### src/hdl/rss_pkg.sv
// Shared constants and types of the rotate, subtract and skip datapath.
// Assumes an 8-bit data path and a 2-bit register port address.
package rss_pkg;

  localparam int DATA_W = 8;
  localparam int ADDR_W = 2;
  localparam int BIT_SEL_W = 3;
  localparam int SKIP_CNT_W = 8;

  // Register port offsets
  localparam logic [1:0] REG_WREG = 2'h0;
  localparam logic [1:0] REG_STATUS = 2'h1;
  localparam logic [1:0] REG_SKIP_COUNT = 2'h2;
  localparam logic [1:0] REG_LAST_RESULT = 2'h3;

  // Status register bit positions
  localparam int ST_CARRY_BIT = 0;
  localparam int ST_HALF_CARRY_BIT = 1;
  localparam int ST_ZERO_BIT = 2;
  localparam int ST_SIGNED_WRAP_BIT = 3;
  localparam int ST_USED_W = 4;

  // Reset values
  localparam logic [7:0] WREG_RST = 8'h00;
  localparam logic [7:0] RESULT_RST = 8'h00;
  localparam logic [7:0] SKIP_COUNT_RST = 8'h00;
  localparam logic FLAG_RST = 1'b0;

  // Operand constants
  localparam logic [7:0] ALL_ONES = 8'hFF;
  localparam logic [7:0] ALL_ZEROS = 8'h00;
  localparam logic [7:0] BIT0_MASK = 8'h01;

  // Cycle counts of an instruction
  localparam int CYCLES_PLAIN = 1;
  localparam int CYCLES_SKIPPED = 2;

  typedef enum logic [4:0] {
    OP_NONE,
    OP_ROTATE_LEFT_THROUGH_CARRY,
    OP_ROTATE_LEFT_CARRY_TO_WREG,
    OP_ROTATE_RIGHT_PLAIN,
    OP_ROTATE_RIGHT_TO_WREG,
    OP_ROTATE_RIGHT_THROUGH_CARRY,
    OP_ROTATE_RIGHT_CARRY_TO_WREG,
    OP_MINUS_WITH_BORROW,
    OP_MINUS_BORROW_TO_MEMORY,
    OP_MINUS,
    OP_MINUS_TO_MEMORY,
    OP_MINUS_IMMEDIATE,
    OP_DECREMENT_SKIP_ZERO,
    OP_DECREMENT_SKIP_ZERO_TO_WREG,
    OP_SET_BYTE,
    OP_SET_BIT,
    OP_INCREMENT_SKIP_ZERO,
    OP_INCREMENT_SKIP_ZERO_TO_WREG,
    OP_BIT_SET_SKIP,
    OP_NIBBLE_EXCHANGE,
    OP_NIBBLE_EXCHANGE_TO_WREG
  } rss_op_type;

  typedef enum logic {
    ST_EXECUTE,
    ST_DUMMY
  } rss_state_type;

endpackage

### src/hdl/rss_adder.sv
// Carry-in adder with nibble carry, signed wrap and zero detection.
// Assumes the caller inverts the subtrahend itself when it subtracts.
`timescale 1ns/100ps
module rss_adder #(
  parameter int WIDTH = 8
) (
  // Operands
  input wire logic [WIDTH-1:0] a,
  input wire logic [WIDTH-1:0] b,
  input wire logic cin,
  // Results
  output logic [WIDTH-1:0] sum,
  output logic cout,
  output logic hcout,
  output logic ovf,
  output logic zero
);

  localparam int HALF = WIDTH / 2;

  logic [WIDTH:0] full;
  logic [HALF:0] low;

  assign full = {1'b0, a} + {1'b0, b} + {{WIDTH{1'b0}}, cin};
  assign low = {1'b0, a[HALF-1:0]} + {1'b0, b[HALF-1:0]} + {{HALF{1'b0}}, cin};
  assign sum = full[WIDTH-1:0];
  assign cout = full[WIDTH];
  assign hcout = low[HALF];
  // Both operands of one sign giving a sum of the other sign
  assign ovf = (a[WIDTH-1] == b[WIDTH-1]) && (sum[WIDTH-1] != a[WIDTH-1]);
  assign zero = (sum == {WIDTH{1'b0}});

endmodule

### src/hdl/rss_datapath.sv
// Rotate, subtract, count-and-skip, set and swap part of an 8-bit core.
// Assumes the core presents one operation with its fetched memory byte,
// and writes mem_wdata back to the same address when mem_we pulses.
`timescale 1ns/100ps
module rss_datapath #(
  parameter int DATA_W = rss_pkg::DATA_W
) (
  // Clock, reset and enable
  input wire logic sys_clk,
  input wire logic rst_n,
  input wire logic clk_en,
  // Operation issue
  input wire logic op_valid,
  input wire rss_pkg::rss_op_type op_code,
  input wire logic [rss_pkg::BIT_SEL_W-1:0] bit_sel,
  input wire logic [DATA_W-1:0] imm_data,
  input wire logic [DATA_W-1:0] mem_rdata,
  output logic op_ready,
  // Memory write back
  output logic mem_we,
  output logic [DATA_W-1:0] mem_wdata,
  // Prefetch discard
  output logic skip_pulse,
  // Architectural state
  output logic [DATA_W-1:0] working_register,
  output logic carry_flag,
  output logic half_carry_flag,
  output logic zero_flag,
  output logic signed_wrap_flag,
  // Register port
  input wire logic [rss_pkg::ADDR_W-1:0] reg_addr,
  input wire logic [DATA_W-1:0] reg_wdata,
  input wire logic reg_wr,
  input wire logic reg_rd,
  output logic [DATA_W-1:0] reg_rdata
);

  // State
  rss_pkg::rss_state_type state_r;
  rss_pkg::rss_state_type state_nxt;
  logic [DATA_W-1:0] wreg_r;
  logic [DATA_W-1:0] wreg_nxt;
  logic carry_r;
  logic carry_nxt;
  logic half_carry_r;
  logic half_carry_nxt;
  logic zero_r;
  logic zero_nxt;
  logic signed_wrap_r;
  logic signed_wrap_nxt;
  logic mem_we_r;
  logic [DATA_W-1:0] mem_wdata_r;
  logic skip_r;
  logic ready_r;
  logic [DATA_W-1:0] reg_rdata_r;
  logic [DATA_W-1:0] reg_rdata_nxt;
  logic [rss_pkg::SKIP_CNT_W-1:0] skip_count_r;
  logic [DATA_W-1:0] last_result_r;

  // Operation decode
  logic [DATA_W-1:0] result;
  logic to_mem;
  logic to_wreg;
  logic upd_carry;
  logic new_carry;
  logic upd_arith;
  logic skip_cond;

  // Shared datapath terms
  // A request in the dummy cycle is dropped, not queued; the core presents it again
  wire op_take = clk_en && op_valid && (state_r == rss_pkg::ST_EXECUTE);
  wire [DATA_W-1:0] bit_mask = rss_pkg::BIT0_MASK << bit_sel;
  wire bit_chosen = mem_rdata[bit_sel];
  wire [DATA_W-1:0] rot_left_carry = {mem_rdata[DATA_W-2:0], carry_r};
  wire [DATA_W-1:0] rot_right_plain = {mem_rdata[0], mem_rdata[DATA_W-1:1]};
  wire [DATA_W-1:0] rot_right_carry = {carry_r, mem_rdata[DATA_W-1:1]};
  wire [DATA_W-1:0] nibble_swapped = {mem_rdata[DATA_W/2-1:0], mem_rdata[DATA_W-1:DATA_W/2]};
  wire [DATA_W-1:0] bit_forced = mem_rdata | bit_mask;

  // Subtractor operand selection
  wire sub_imm = (op_code == rss_pkg::OP_MINUS_IMMEDIATE);
  wire sub_borrow = (op_code == rss_pkg::OP_MINUS_WITH_BORROW)
                 || (op_code == rss_pkg::OP_MINUS_BORROW_TO_MEMORY);
  wire [DATA_W-1:0] sub_subtrahend = sub_imm ? imm_data : mem_rdata;
  // Borrow variants add the stored carry; plain ones add one
  wire sub_cin = sub_borrow ? carry_r : 1'b1;
  wire [DATA_W-1:0] sub_sum;
  wire sub_cout;
  wire sub_hcout;
  wire sub_ovf;
  wire sub_zero;

  rss_adder #(
    .WIDTH(DATA_W)
  ) u_subtract (
    .a(wreg_r),
    .b(~sub_subtrahend),
    .cin(sub_cin),
    .sum(sub_sum),
    .cout(sub_cout),
    .hcout(sub_hcout),
    .ovf(sub_ovf),
    .zero(sub_zero)
  );

  // Counter step: adding all ones decrements, adding one increments
  // Its own adder keeps the skip test off the subtractor's carry path
  wire step_up = (op_code == rss_pkg::OP_INCREMENT_SKIP_ZERO)
              || (op_code == rss_pkg::OP_INCREMENT_SKIP_ZERO_TO_WREG);
  wire [DATA_W-1:0] step_b = step_up ? rss_pkg::ALL_ZEROS : rss_pkg::ALL_ONES;
  wire [DATA_W-1:0] step_sum;
  wire step_zero;

  rss_adder #(
    .WIDTH(DATA_W)
  ) u_step (
    .a(mem_rdata),
    .b(step_b),
    .cin(step_up),
    .sum(step_sum),
    .cout(),
    .hcout(),
    .ovf(),
    .zero(step_zero)
  );

  // Per-operation result, destination and flag effects
  always_comb begin
    result = mem_rdata;
    to_mem = 1'b0;
    to_wreg = 1'b0;
    upd_carry = 1'b0;
    new_carry = carry_r;
    upd_arith = 1'b0;
    skip_cond = 1'b0;
    unique case (op_code)
      rss_pkg::OP_ROTATE_LEFT_THROUGH_CARRY: begin
        result = rot_left_carry;
        to_mem = 1'b1;
        upd_carry = 1'b1;
        new_carry = mem_rdata[DATA_W-1];
      end
      rss_pkg::OP_ROTATE_LEFT_CARRY_TO_WREG: begin
        result = rot_left_carry;
        to_wreg = 1'b1;
        upd_carry = 1'b1;
        new_carry = mem_rdata[DATA_W-1];
      end
      rss_pkg::OP_ROTATE_RIGHT_PLAIN: begin
        result = rot_right_plain;
        to_mem = 1'b1;
      end
      rss_pkg::OP_ROTATE_RIGHT_TO_WREG: begin
        result = rot_right_plain;
        to_wreg = 1'b1;
      end
      rss_pkg::OP_ROTATE_RIGHT_THROUGH_CARRY: begin
        result = rot_right_carry;
        to_mem = 1'b1;
        upd_carry = 1'b1;
        new_carry = mem_rdata[0];
      end
      rss_pkg::OP_ROTATE_RIGHT_CARRY_TO_WREG: begin
        result = rot_right_carry;
        to_wreg = 1'b1;
        upd_carry = 1'b1;
        new_carry = mem_rdata[0];
      end
      rss_pkg::OP_MINUS_WITH_BORROW, rss_pkg::OP_MINUS, rss_pkg::OP_MINUS_IMMEDIATE: begin
        result = sub_sum;
        to_wreg = 1'b1;
        upd_arith = 1'b1;
      end
      rss_pkg::OP_MINUS_BORROW_TO_MEMORY, rss_pkg::OP_MINUS_TO_MEMORY: begin
        result = sub_sum;
        to_mem = 1'b1;
        upd_arith = 1'b1;
      end
      rss_pkg::OP_DECREMENT_SKIP_ZERO, rss_pkg::OP_INCREMENT_SKIP_ZERO: begin
        result = step_sum;
        to_mem = 1'b1;
        skip_cond = step_zero;
      end
      rss_pkg::OP_DECREMENT_SKIP_ZERO_TO_WREG, rss_pkg::OP_INCREMENT_SKIP_ZERO_TO_WREG: begin
        result = step_sum;
        to_wreg = 1'b1;
        skip_cond = step_zero;
      end
      rss_pkg::OP_SET_BYTE: begin
        result = rss_pkg::ALL_ONES;
        to_mem = 1'b1;
      end
      rss_pkg::OP_SET_BIT: begin
        result = bit_forced;
        to_mem = 1'b1;
      end
      rss_pkg::OP_BIT_SET_SKIP: begin
        skip_cond = bit_chosen;
      end
      rss_pkg::OP_NIBBLE_EXCHANGE: begin
        result = nibble_swapped;
        to_mem = 1'b1;
      end
      rss_pkg::OP_NIBBLE_EXCHANGE_TO_WREG: begin
        result = nibble_swapped;
        to_wreg = 1'b1;
      end
      rss_pkg::OP_NONE: begin
        result = mem_rdata;
      end
      default: begin
        result = mem_rdata;
      end
    endcase
  end

  // Register port decode
  wire wr_wreg = clk_en && reg_wr && (reg_addr == rss_pkg::REG_WREG);
  wire wr_status = clk_en && reg_wr && (reg_addr == rss_pkg::REG_STATUS);
  wire op_wreg = op_take && to_wreg;
  wire op_carry = op_take && (upd_carry || upd_arith);
  wire op_arith = op_take && upd_arith;
  // Qualified strobes shared by the sequencing and counter blocks
  wire mem_take = op_take && to_mem;
  wire skip_take = op_take && skip_cond;

  // An operation retiring in the same cycle as a software write takes priority
  assign wreg_nxt = op_wreg ? result : (wr_wreg ? reg_wdata : wreg_r);
  // Adding the inverse leaves carry set exactly when no borrow occurred
  assign carry_nxt = op_carry ? (upd_arith ? sub_cout : new_carry)
                   : (wr_status ? reg_wdata[rss_pkg::ST_CARRY_BIT] : carry_r);
  assign half_carry_nxt = op_arith ? sub_hcout
                        : (wr_status ? reg_wdata[rss_pkg::ST_HALF_CARRY_BIT] : half_carry_r);
  assign zero_nxt = op_arith ? sub_zero
                  : (wr_status ? reg_wdata[rss_pkg::ST_ZERO_BIT] : zero_r);
  assign signed_wrap_nxt = op_arith ? sub_ovf
                         : (wr_status ? reg_wdata[rss_pkg::ST_SIGNED_WRAP_BIT] : signed_wrap_r);

  // Skip takes the dummy cycle; otherwise the next operation follows at once
  assign state_nxt = skip_take ? rss_pkg::ST_DUMMY : rss_pkg::ST_EXECUTE;

  // Read mux; unmapped bits read as zero
  wire rd_wreg = (reg_addr == rss_pkg::REG_WREG);
  wire rd_status = (reg_addr == rss_pkg::REG_STATUS);
  wire rd_skip_count = (reg_addr == rss_pkg::REG_SKIP_COUNT);
  wire [DATA_W-1:0] status_word = {{(DATA_W-rss_pkg::ST_USED_W){1'b0}},
                                   signed_wrap_r, zero_r, half_carry_r, carry_r};
  assign reg_rdata_nxt = !reg_rd ? rss_pkg::ALL_ZEROS
                       : rd_wreg ? wreg_r
                       : rd_status ? status_word
                       : rd_skip_count ? skip_count_r
                       : last_result_r;

  // Sequencing and write back
  always_ff @(posedge sys_clk or negedge rst_n) begin
    if (!rst_n) begin
      state_r <= rss_pkg::ST_EXECUTE;
      ready_r <= 1'b1;
      skip_r <= 1'b0;
      mem_we_r <= 1'b0;
      mem_wdata_r <= rss_pkg::RESULT_RST;
      last_result_r <= rss_pkg::RESULT_RST;
    end else if (clk_en) begin
      state_r <= state_nxt;
      ready_r <= (state_nxt == rss_pkg::ST_EXECUTE);
      skip_r <= skip_take;
      mem_we_r <= mem_take;
      if (mem_take) begin
        mem_wdata_r <= result;
      end
      if (op_take) begin
        last_result_r <= result;
      end
    end
  end

  // Skip statistics for software; the count wraps silently at its width
  // and is not cleared by reading, so software must take differences
  always_ff @(posedge sys_clk or negedge rst_n) begin
    if (!rst_n) begin
      skip_count_r <= rss_pkg::SKIP_COUNT_RST;
    end else if (clk_en && skip_take) begin
      skip_count_r <= skip_count_r + 1'b1;
    end
  end

  // Architectural working register and flags
  always_ff @(posedge sys_clk or negedge rst_n) begin
    if (!rst_n) begin
      wreg_r <= rss_pkg::WREG_RST;
      carry_r <= rss_pkg::FLAG_RST;
      half_carry_r <= rss_pkg::FLAG_RST;
      zero_r <= rss_pkg::FLAG_RST;
      signed_wrap_r <= rss_pkg::FLAG_RST;
    end else if (clk_en) begin
      wreg_r <= wreg_nxt;
      carry_r <= carry_nxt;
      half_carry_r <= half_carry_nxt;
      zero_r <= zero_nxt;
      signed_wrap_r <= signed_wrap_nxt;
    end
  end

  // Read data stands for exactly the cycle after the strobe
  always_ff @(posedge sys_clk or negedge rst_n) begin
    if (!rst_n) begin
      reg_rdata_r <= rss_pkg::ALL_ZEROS;
    end else if (clk_en) begin
      reg_rdata_r <= reg_rdata_nxt;
    end
  end

  assign op_ready = ready_r;
  assign mem_we = mem_we_r;
  assign mem_wdata = mem_wdata_r;
  assign skip_pulse = skip_r;
  assign working_register = wreg_r;
  assign carry_flag = carry_r;
  assign half_carry_flag = half_carry_r;
  assign zero_flag = zero_r;
  assign signed_wrap_flag = signed_wrap_r;
  assign reg_rdata = reg_rdata_r;

endmodule

### config.mk
export PLATFORM = sky130hd
export DESIGN_NAME = rss_datapath
export DESIGN_NICKNAME = d
export VERILOG_FILES = /design/src/hdl/rss_pkg.sv /design/src/hdl/rss_adder.sv /design/src/hdl/rss_datapath.sv
export SDC_FILE = /design/constraint.sdc
export NUM_CORES = 1
export LEC_CHECK = 0
export BUFFER_PORTS_ARGS = -buffer_cell sky130_fd_sc_hd__buf_2
export CAP_MARGIN = 20
export CORE_MARGIN = 1
export CORE_UTILIZATION = 41
export DETAILED_ROUTE_END_ITERATION = 8
export GPL_TIMING_DRIVEN = 0
export PLACE_DENSITY = 0.61
export SYNTH_ARGS = -nofsm -noshare
export SYNTH_HDL_FRONTEND = slang
export SYNTH_SLANG_ARGS = --single-unit
export TNS_END_PERCENT = 10
### constraint.sdc
create_clock -name sys_clk -period 2.38 [get_ports sys_clk]
set_clock_uncertainty 0.2 [all_clocks]
set_input_delay 0.238 -clock sys_clk [delete_from_list [all_inputs] [get_ports sys_clk]]
set_output_delay 0.238 -clock sys_clk [all_outputs]
set_load 0.05 [all_outputs]
==> flow_metrics.py, run 1 <==
metrics = {
    "status": {
        "status": "finished, violations left",
        "violations": "negative setup slack",
    },
    "global_routing": {
        "met2_usage_pct": 39.9,
        "antenna_found_initial": 0,
        "grt_use_total_pct": 26.4,
        "grt_overflow": 0,
        "grt_max_degree": 48,
        "first_global_vias": 3603,
        "use_met1_pct": 39.7,
        "grt_pass1_wl_um": 19500,
        "busiest_layer": "met2",
        "grt_util_met3_pct": 3.83,
    },
    "finish": {
        "area_growth_pct": 27.5,
        "drive_above_1_share_pct": 30.6,
        "antenna_cells_inserted": 0,
        "nets": 587,
    },
    "flow_run": {
        "max_cap_violations": 0,
    },
    "routing": {
        "wirelength_um": 12600,
        "first_pass_iters": 5,
        "drc": 0,
        "viasPerCell": 5.92,
        "drt_iter0_drc": 277,
        "post_drt_wl_per_cell_um": 19.5,
        "num_vias": 3813,
        "antenna_left": 0,
    },
    "yosys": {
        "syn_area_per_cell_um2": 8.55,
        "synth-edff-count": 0,
        "syn_nets": 500,
        "yosysTopAreaCellShare_pct": 30.1,
        "synth_top_cell_by_area": "dfrtp_1",
        "yosysSeqAreaShare_pct": 30.8,
        "synth-main-ff-cell": "dfrtp_1",
        "yosys_warnings": 0,
        "async_flop_share_pct": 100,
        "postSynthRegisterBits": 47,
        "syn_area_um2": 3830,
        "syn-instance-count": 448,
        "synthTopCellsByArea": "dfrtp_1 (30%), mux2_2 (5.0%), nand2_1 (4.8%)",
        "synth_cell_types": 63,
    },
    "cts": {
        "cts.sinks": 47,
        "cts_inserted_buffers": 5,
        "ctsRootBufferMaster": "clkbuf_8",
        "clkLatencyLatePin_ps": 300,
        "htreeDepth": 2,
        "cts_tree": "built",
        "clk_pin_slew_ps": 90,
        "clockBufferDepth": 2,
    },
    "floorplanning": {
        "start_util_pct": 43.1,
        "ios": 71,
        "core_area_um2": 8890,
        "die_h_um": 98.6,
        "rows": 34,
        "die_area_um2": 9730,
        "die_w_um": 98.6,
    },
    "timing": {
        "hold_viol": 0,
        "timing.final.crit_share_pct": 134,
        "min_period_ps": 3180,
        "rsz0062_at_grt": "true",
        "slew_viol_final": 0,
        "timing.final.ws_setup_ps": -804,
        "tns_ps": -19540,
        "whs_ps": 25.1,
        "fmax_mhz": 314,
        "slew_headroom_pct": 28.2,
        "worst_pin_slew_ps": 1070,
        "setup_viol": 37,
    },
    "setup_path": {
        "cp_cell_sequence": "buf_12, or4b_4, a21o_1, ha_4, or4_4, mux2i_4, xnor2_2, nor4_2, a41oi_2, buf_6, or3_1, nand3_1",
        "cp_slowest_cell": "or4b_4",
        "crit_type": "in2reg",
        "cp.arrival_ps": 3230,
        "start_kind": "input port",
        "endpoint_kind": "flop",
        "crit_path_max_incr_delay_ps": 570,
        "required_ps": 2420,
        "r2r_cells": 10,
        "crit_fanout": 6,
    },
    "placement": {
        "place_hpwl_um": 9320,
        "gp_congestion": 0.941,
        "io_buffers": 61,
    },
    "pwr": {
        "power_density_nw_per_um2": 665,
        "power_leakage_nw": 2.19,
        "design_power_total_mw": 3.25,
        "peakVddDrop_mv": 0.484,
    },
    "min_path": {
        "hold_class": "in2reg",
        "holdPathStages": 3,
    },
}
## layout make-up
class | count | area (µm²)
Clock inverter | 1 | 5.00
Clock buffer | 7 | 76.3
Buffer | 33 | 280
Sequential cell | 47 | 1180
Multi-Input combinational cell | 344 | 2620
Timing Repair Buffer | 81 | 490
Fill cell | 866 | 4010
Tap cell | 108 | 135
Inverter | 23 | 91.3
## cell usage in the layout (no fill, tap or decap), types with 3 or more instances in the layout
master     instances
nor2_1            24
o22ai_1            7
clkbuf_8           6
xor2_1            10
a221oi_1           4
clkbuf_16          5
nor4_1             3
o21ai_0           23
xnor2_1            7
nand3_1           16
nand2_1           49
nand4b_1           3
nand2b_1           6
a21oi_1           13
o21ai_1            9
a21o_1             6
or4_1              3
nor2_2             3
a22oi_1            6
and2_1             3
a31oi_1           10
dfrtp_1           46
o21a_1             6
clkbuf_1          18
ha_1               8
nor3_1             8
buf_2             61
or3_1              6
a221o_1            4
and3_1             4
buf_1              3
mux2_2            16
mux4_2             6
buf_4             18
inv_1             21
mux2i_1           17
buf_6              4
## cell families after synthesis
kind of cell | synth area share, %
compound gates | 20.9
simple gates | 20.1
mux | 13.5
flops | 30.8
fa+ha+maj | 4.31
xor+xnor | 4.35
buf+inv | 6.11
## sequential cells by signal (all words and copies together), names as in the netlist
register / cells
mem_wdata: 8
op_ready: 1
last_result_r: 8
signed_wrap_flag: 1
skip_count_r: 8
zero_flag: 1
carry_flag: 1
state_r: 1
mem_we: 1
reg_rdata: 8
half_carry_flag: 1
working_register: 8
## routing by layer
| layer | part of all wire [%] | vias to the layer above |
|---|---|---|
| met1 | 49 | 1852 |
| met5 | 0 | - |
| li1 | - | 1822 |
| met2 | 45 | 126 |
| met3 | 5.2 | 13 |
| met4 | 1.4 | 0 |
## synthesized netlist by cell type (2+ instances only)
cell,instances
xor2_1,10
nand3b_1,2
mux2_2,17
a22oi_1,7
or3b_2,2
o21ai_0,32
nor3_1,11
and3_1,4
ha_1,10
a221oi_1,5
nor3b_1,2
a31oi_1,11
mux4_2,6
nor4_1,4
buf_6,2
or4_1,4
dfrtp_1,46
a21o_1,6
fa_1,2
inv_1,23
a211o_1,2
o21a_1,6
o22ai_1,9
o21bai_1,2
buf_1,4
nand4b_1,3
nor4_2,2
o221a_2,2
nand2_1,49
nand3_1,17
a222oi_1,2
a221o_1,4
xnor2_1,9
nor2_1,28
mux2i_1,18
or3_1,6
and2_1,3
a41oi_1,2
nand2b_1,7
o211ai_1,2
a21oi_1,16
a211oi_1,2
nor2b_1,2
clkbuf_1,26
## repair_timing
item / CTS / global route
setup endpoints to repair: 38 / 38
hold buffers: 1 / 0
buffers inserted: 9 / 8
gates resized for setup: 52 / 20
hold endpoints to repair: 46 / 0
pin swaps: 30 / 5
cloned: 1 / 0
## path summary, 6_finish.rpt
kind / from / endpoint / slack [ps]
setup / recovery: op_code[1] / skip_count_r[4] / -800
hold / removal: reg_rd / reg_rdata[1] / 30
setup reg to reg: carry_flag / mem_wdata[4] / -480
hold reg to reg: skip_count_r[7] / skip_count_r[7] / 280
max in group asynchronous: rst_n / op_ready / 1080
min in group asynchronous: rst_n / working_register[4] / 290
## per-stage QoR
stage	utilization (%)	instances	cell area (µm²)	setup slack, ps
2_1_floorplan	-	448	3890	-895
3_3_place_gp	48.8	617	4340	-1650
3_5_place_dp	48.8	617	4340	-1640
4_1_cts	52.8	635	4700	-678
5_1_grt	54.9	644	4880	-866
6_report	54.9	644	4880	-804
## where the power goes
group	internal (mW)	leakage [nW]	switching [mW]
logic	0.592	1.55	1.09
registers	0.949	0.590	0.140
clock network	0.207	0.0422	0.271
total	1.75	2.19	1.50
## worst max-delay path: cells and delay by family
kind	cells	cell delay, ps
xor gates and xnor gates	1	110
and+or+nand+nor	5	1670
buffers and inverters	2	330
muxes	1	200
adders and majority gates	1	180
AOI/OAI and AO/OA	2	490
(Power assumes the default switching activity.)
==> inputs of run 2 (changes only) <==
- BUFFER_PORTS_ARGS: -buffer_cell sky130_fd_sc_hd__buf_2 -> -buffer_cell sky130_fd_sc_hd__clkbuf_2
==> run 2 against run 1 <==
Net effect:
- the run still ends with negative setup slack left
- routed wire length down 1.5%
- hold slack improved by 6.4 ps
- non-clock buffer count fell by 5
- design area is 1.8% lower
- combinational power is essentially flat
- sequential power about the same
- worst setup slack better by 160 ps
- global-route usage fell by 0.27 points
- power rose by 0.77%
- cell count decreased by 0.78%
- largest cell class unchanged
==> flow_metrics.py, run 2 (same netlist as run 1, synthesis figures left out) <==
metrics = {
    "cts": {
        "clkLatencyLatePin_ps": 300,
        "cts.sinks": 47,
        "cts_inserted_buffers": 5,
        "clk_pin_slew_ps": 90,
        "clockBufferDepth": 2,
        "htreeDepth": 2,
        "ctsRootBufferMaster": "clkbuf_8",
        "cts_tree": "built",
    },
    "timing": {
        "fmax_mhz": 330,
        "slew_viol_final": 0,
        "timing.final.ws_setup_ps": -646,
        "setup_viol": 38,
        "rsz0062_at_grt": "true",
        "min_period_ps": 3030,
        "timing.final.crit_share_pct": 127,
        "worst_pin_slew_ps": 1100,
        "hold_viol": 0,
        "slew_headroom_pct": 26.4,
    },
    "setup_path": {
        "cp_cell_sequence": "clkbuf_16, clkbuf_16, nand2b_4, buf_4, o31a_1, nor3_2, fa_2, inv_2, fa_2, a21o_1, a21oi_4, xnor2_1, a22oi_1, a22oi_2, mux2_2",
        "cp.arrival_ps": 3080,
        "crit_family": "compound AO/OA/AOI/OAI gates",
        "start_kind": "input port",
        "endpoint_kind": "flop",
        "cp_num_buf_inv": 4,
        "cp_slowest_cell": "fa_2",
        "required_ps": 2430,
        "crit_fanout": 4,
        "crit_type": "in2reg",
        "crit_path_max_incr_delay_ps": 350,
    },
    "status": {
        "status": "finished, violations left",
        "violations": "negative setup slack",
    },
    "placement": {
        "gp_congestion": 0.939,
        "place_hpwl_um": 9440,
        "place_area_um2": 4360,
        "io_buffers": 61,
    },
    "pwr": {
        "power_density_nw_per_um2": 683,
        "peakVddDrop_mv": 0.448,
        "design_power_total_mw": 3.27,
        "power_leakage_nw": 2.13,
    },
    "floorplanning": {
        "ios": 71,
        "core_area_um2": 8890,
        "rows": 34,
        "die_h_um": 98.6,
        "die_w_um": 98.6,
        "die_area_um2": 9730,
        "start_util_pct": 43.1,
    },
    "routing": {
        "antenna_left": 0,
        "drc": 0,
        "num_vias": 3830,
        "wirelength_um": 12400,
        "post_drt_wl_per_cell_um": 19.3,
        "drt_iter0_drc": 237,
        "viasPerCell": 5.99,
        "first_pass_iters": 5,
    },
    "global_routing": {
        "grt_use_total_pct": 26.1,
        "grt_overflow": 0,
        "grt_max_degree": 34,
        "antenna_found_initial": 0,
        "first_global_vias": 3578,
        "grt_pass1_wl_um": 19600,
    },
    "finish": {
        "final-seq-area_um2": 1180,
        "multi_input_area_um2": 2630,
        "drive_above_1_share_pct": 30.3,
        "final_area_um2": 4790,
        "layout_commonest_cell": "clkbuf_2",
        "fillCellCount": 868,
        "antenna_cells_inserted": 0,
        "final_cell_mix": "clkbuf_2 (61), nand2_1 (48), dfrtp_1 (46), nor2_1 (26), inv_1 (21)",
        "area_growth_pct": 25.2,
        "nets": 582,
    },
    "flow_run": {
        "max_cap_violations": 0,
    },
    "min_path": {
        "hold_class": "in2reg",
    },
}
run 2: cell count changes in the layout (fill, tap and decap cells not counted), moves of 4 or more:
cell | before | now
buf_2 | 61 | 1
buf_4 | 18 | 14
clkbuf_2 | 2 | 61
o21ai_0 | 23 | 19
run 2: worst reg2reg max path: cells and delay by family (launching register included):
family	cells	cell delay, ps
adders and majority gates	2	640
and+or+nand+nor	1	270
DFF	1	490
buffers and inverters	1	50
muxes	1	210
xor gates and xnor gates	1	170
AOI/OAI and AO/OA	4	800
run 2: through the flow:
step / TNS (ps) / hold slack, ps / cells / setup WS, ps / utilization [%]
after floorplan: -22640 / -258 / 448 / -895 / -
after global placement: -45020 / 261 / 617 / -1570 / 48.8
after detailed placement: -46090 / -13.2 / 618 / -1610 / 49.0
after CTS: -17850 / 19.6 / 635 / -687 / 52.8
after global routing: -21270 / 30.3 / 639 / -754 / 53.9
final: -17270 / 31.5 / 639 / -646 / 53.9
run 2: cell type report:
type	count	share of cell area, %
plain buffers	32	4.80
clock buffers	6	1.51
clock inverters	2	0.261
inverters	23	1.91
multi-input cells	344	54.8
flip-flops and latches	47	24.6
well taps	108	2.82
repair buffers	77	9.37
run 2: timing repair:
action                     4_1_cts  5_1_grt
hold endpoints to repair        14        0
setup buffers                    9        5
pin swaps                       25       19
hold buffers                     1        0
setup endpoints to repair       38       38
resized for setup               47       20
run 2: final timing paths:
path,end,depth (start not counted),slack (ps),from
max reg2reg,mem_wdata[4],10,-500,carry_flag
max in group asynchronous,op_ready,3,1200,rst_n
min in group asynchronous,reg_rdata[1],2,190,rst_n
min,reg_rdata[3],3,30,reg_rd
min reg2reg,skip_count_r[7],1,270,skip_count_r[7]
max,mem_wdata[4],15,-650,op_code[2]
run 2: power breakdown:
part | internal (mW) | total, mW | switching (mW) | leakage, nW
combinational | 0.591 | 1.69 | 1.10 | 1.50
clock | 0.206 | 0.491 | 0.285 | 0.0412
sequential | 0.949 | 1.09 | 0.142 | 0.590
total | 1.75 | 3.27 | 1.53 | 2.13
run 2: metal layers:
layer	vias to the layer above	global-route usage, %	wire length [µm]
met5	-	0	0
met4	0	5.28	158
met3	11	3.05	683
met2	137	38.9	5480
met1	1864	40.5	6040
li1	1818	-	-
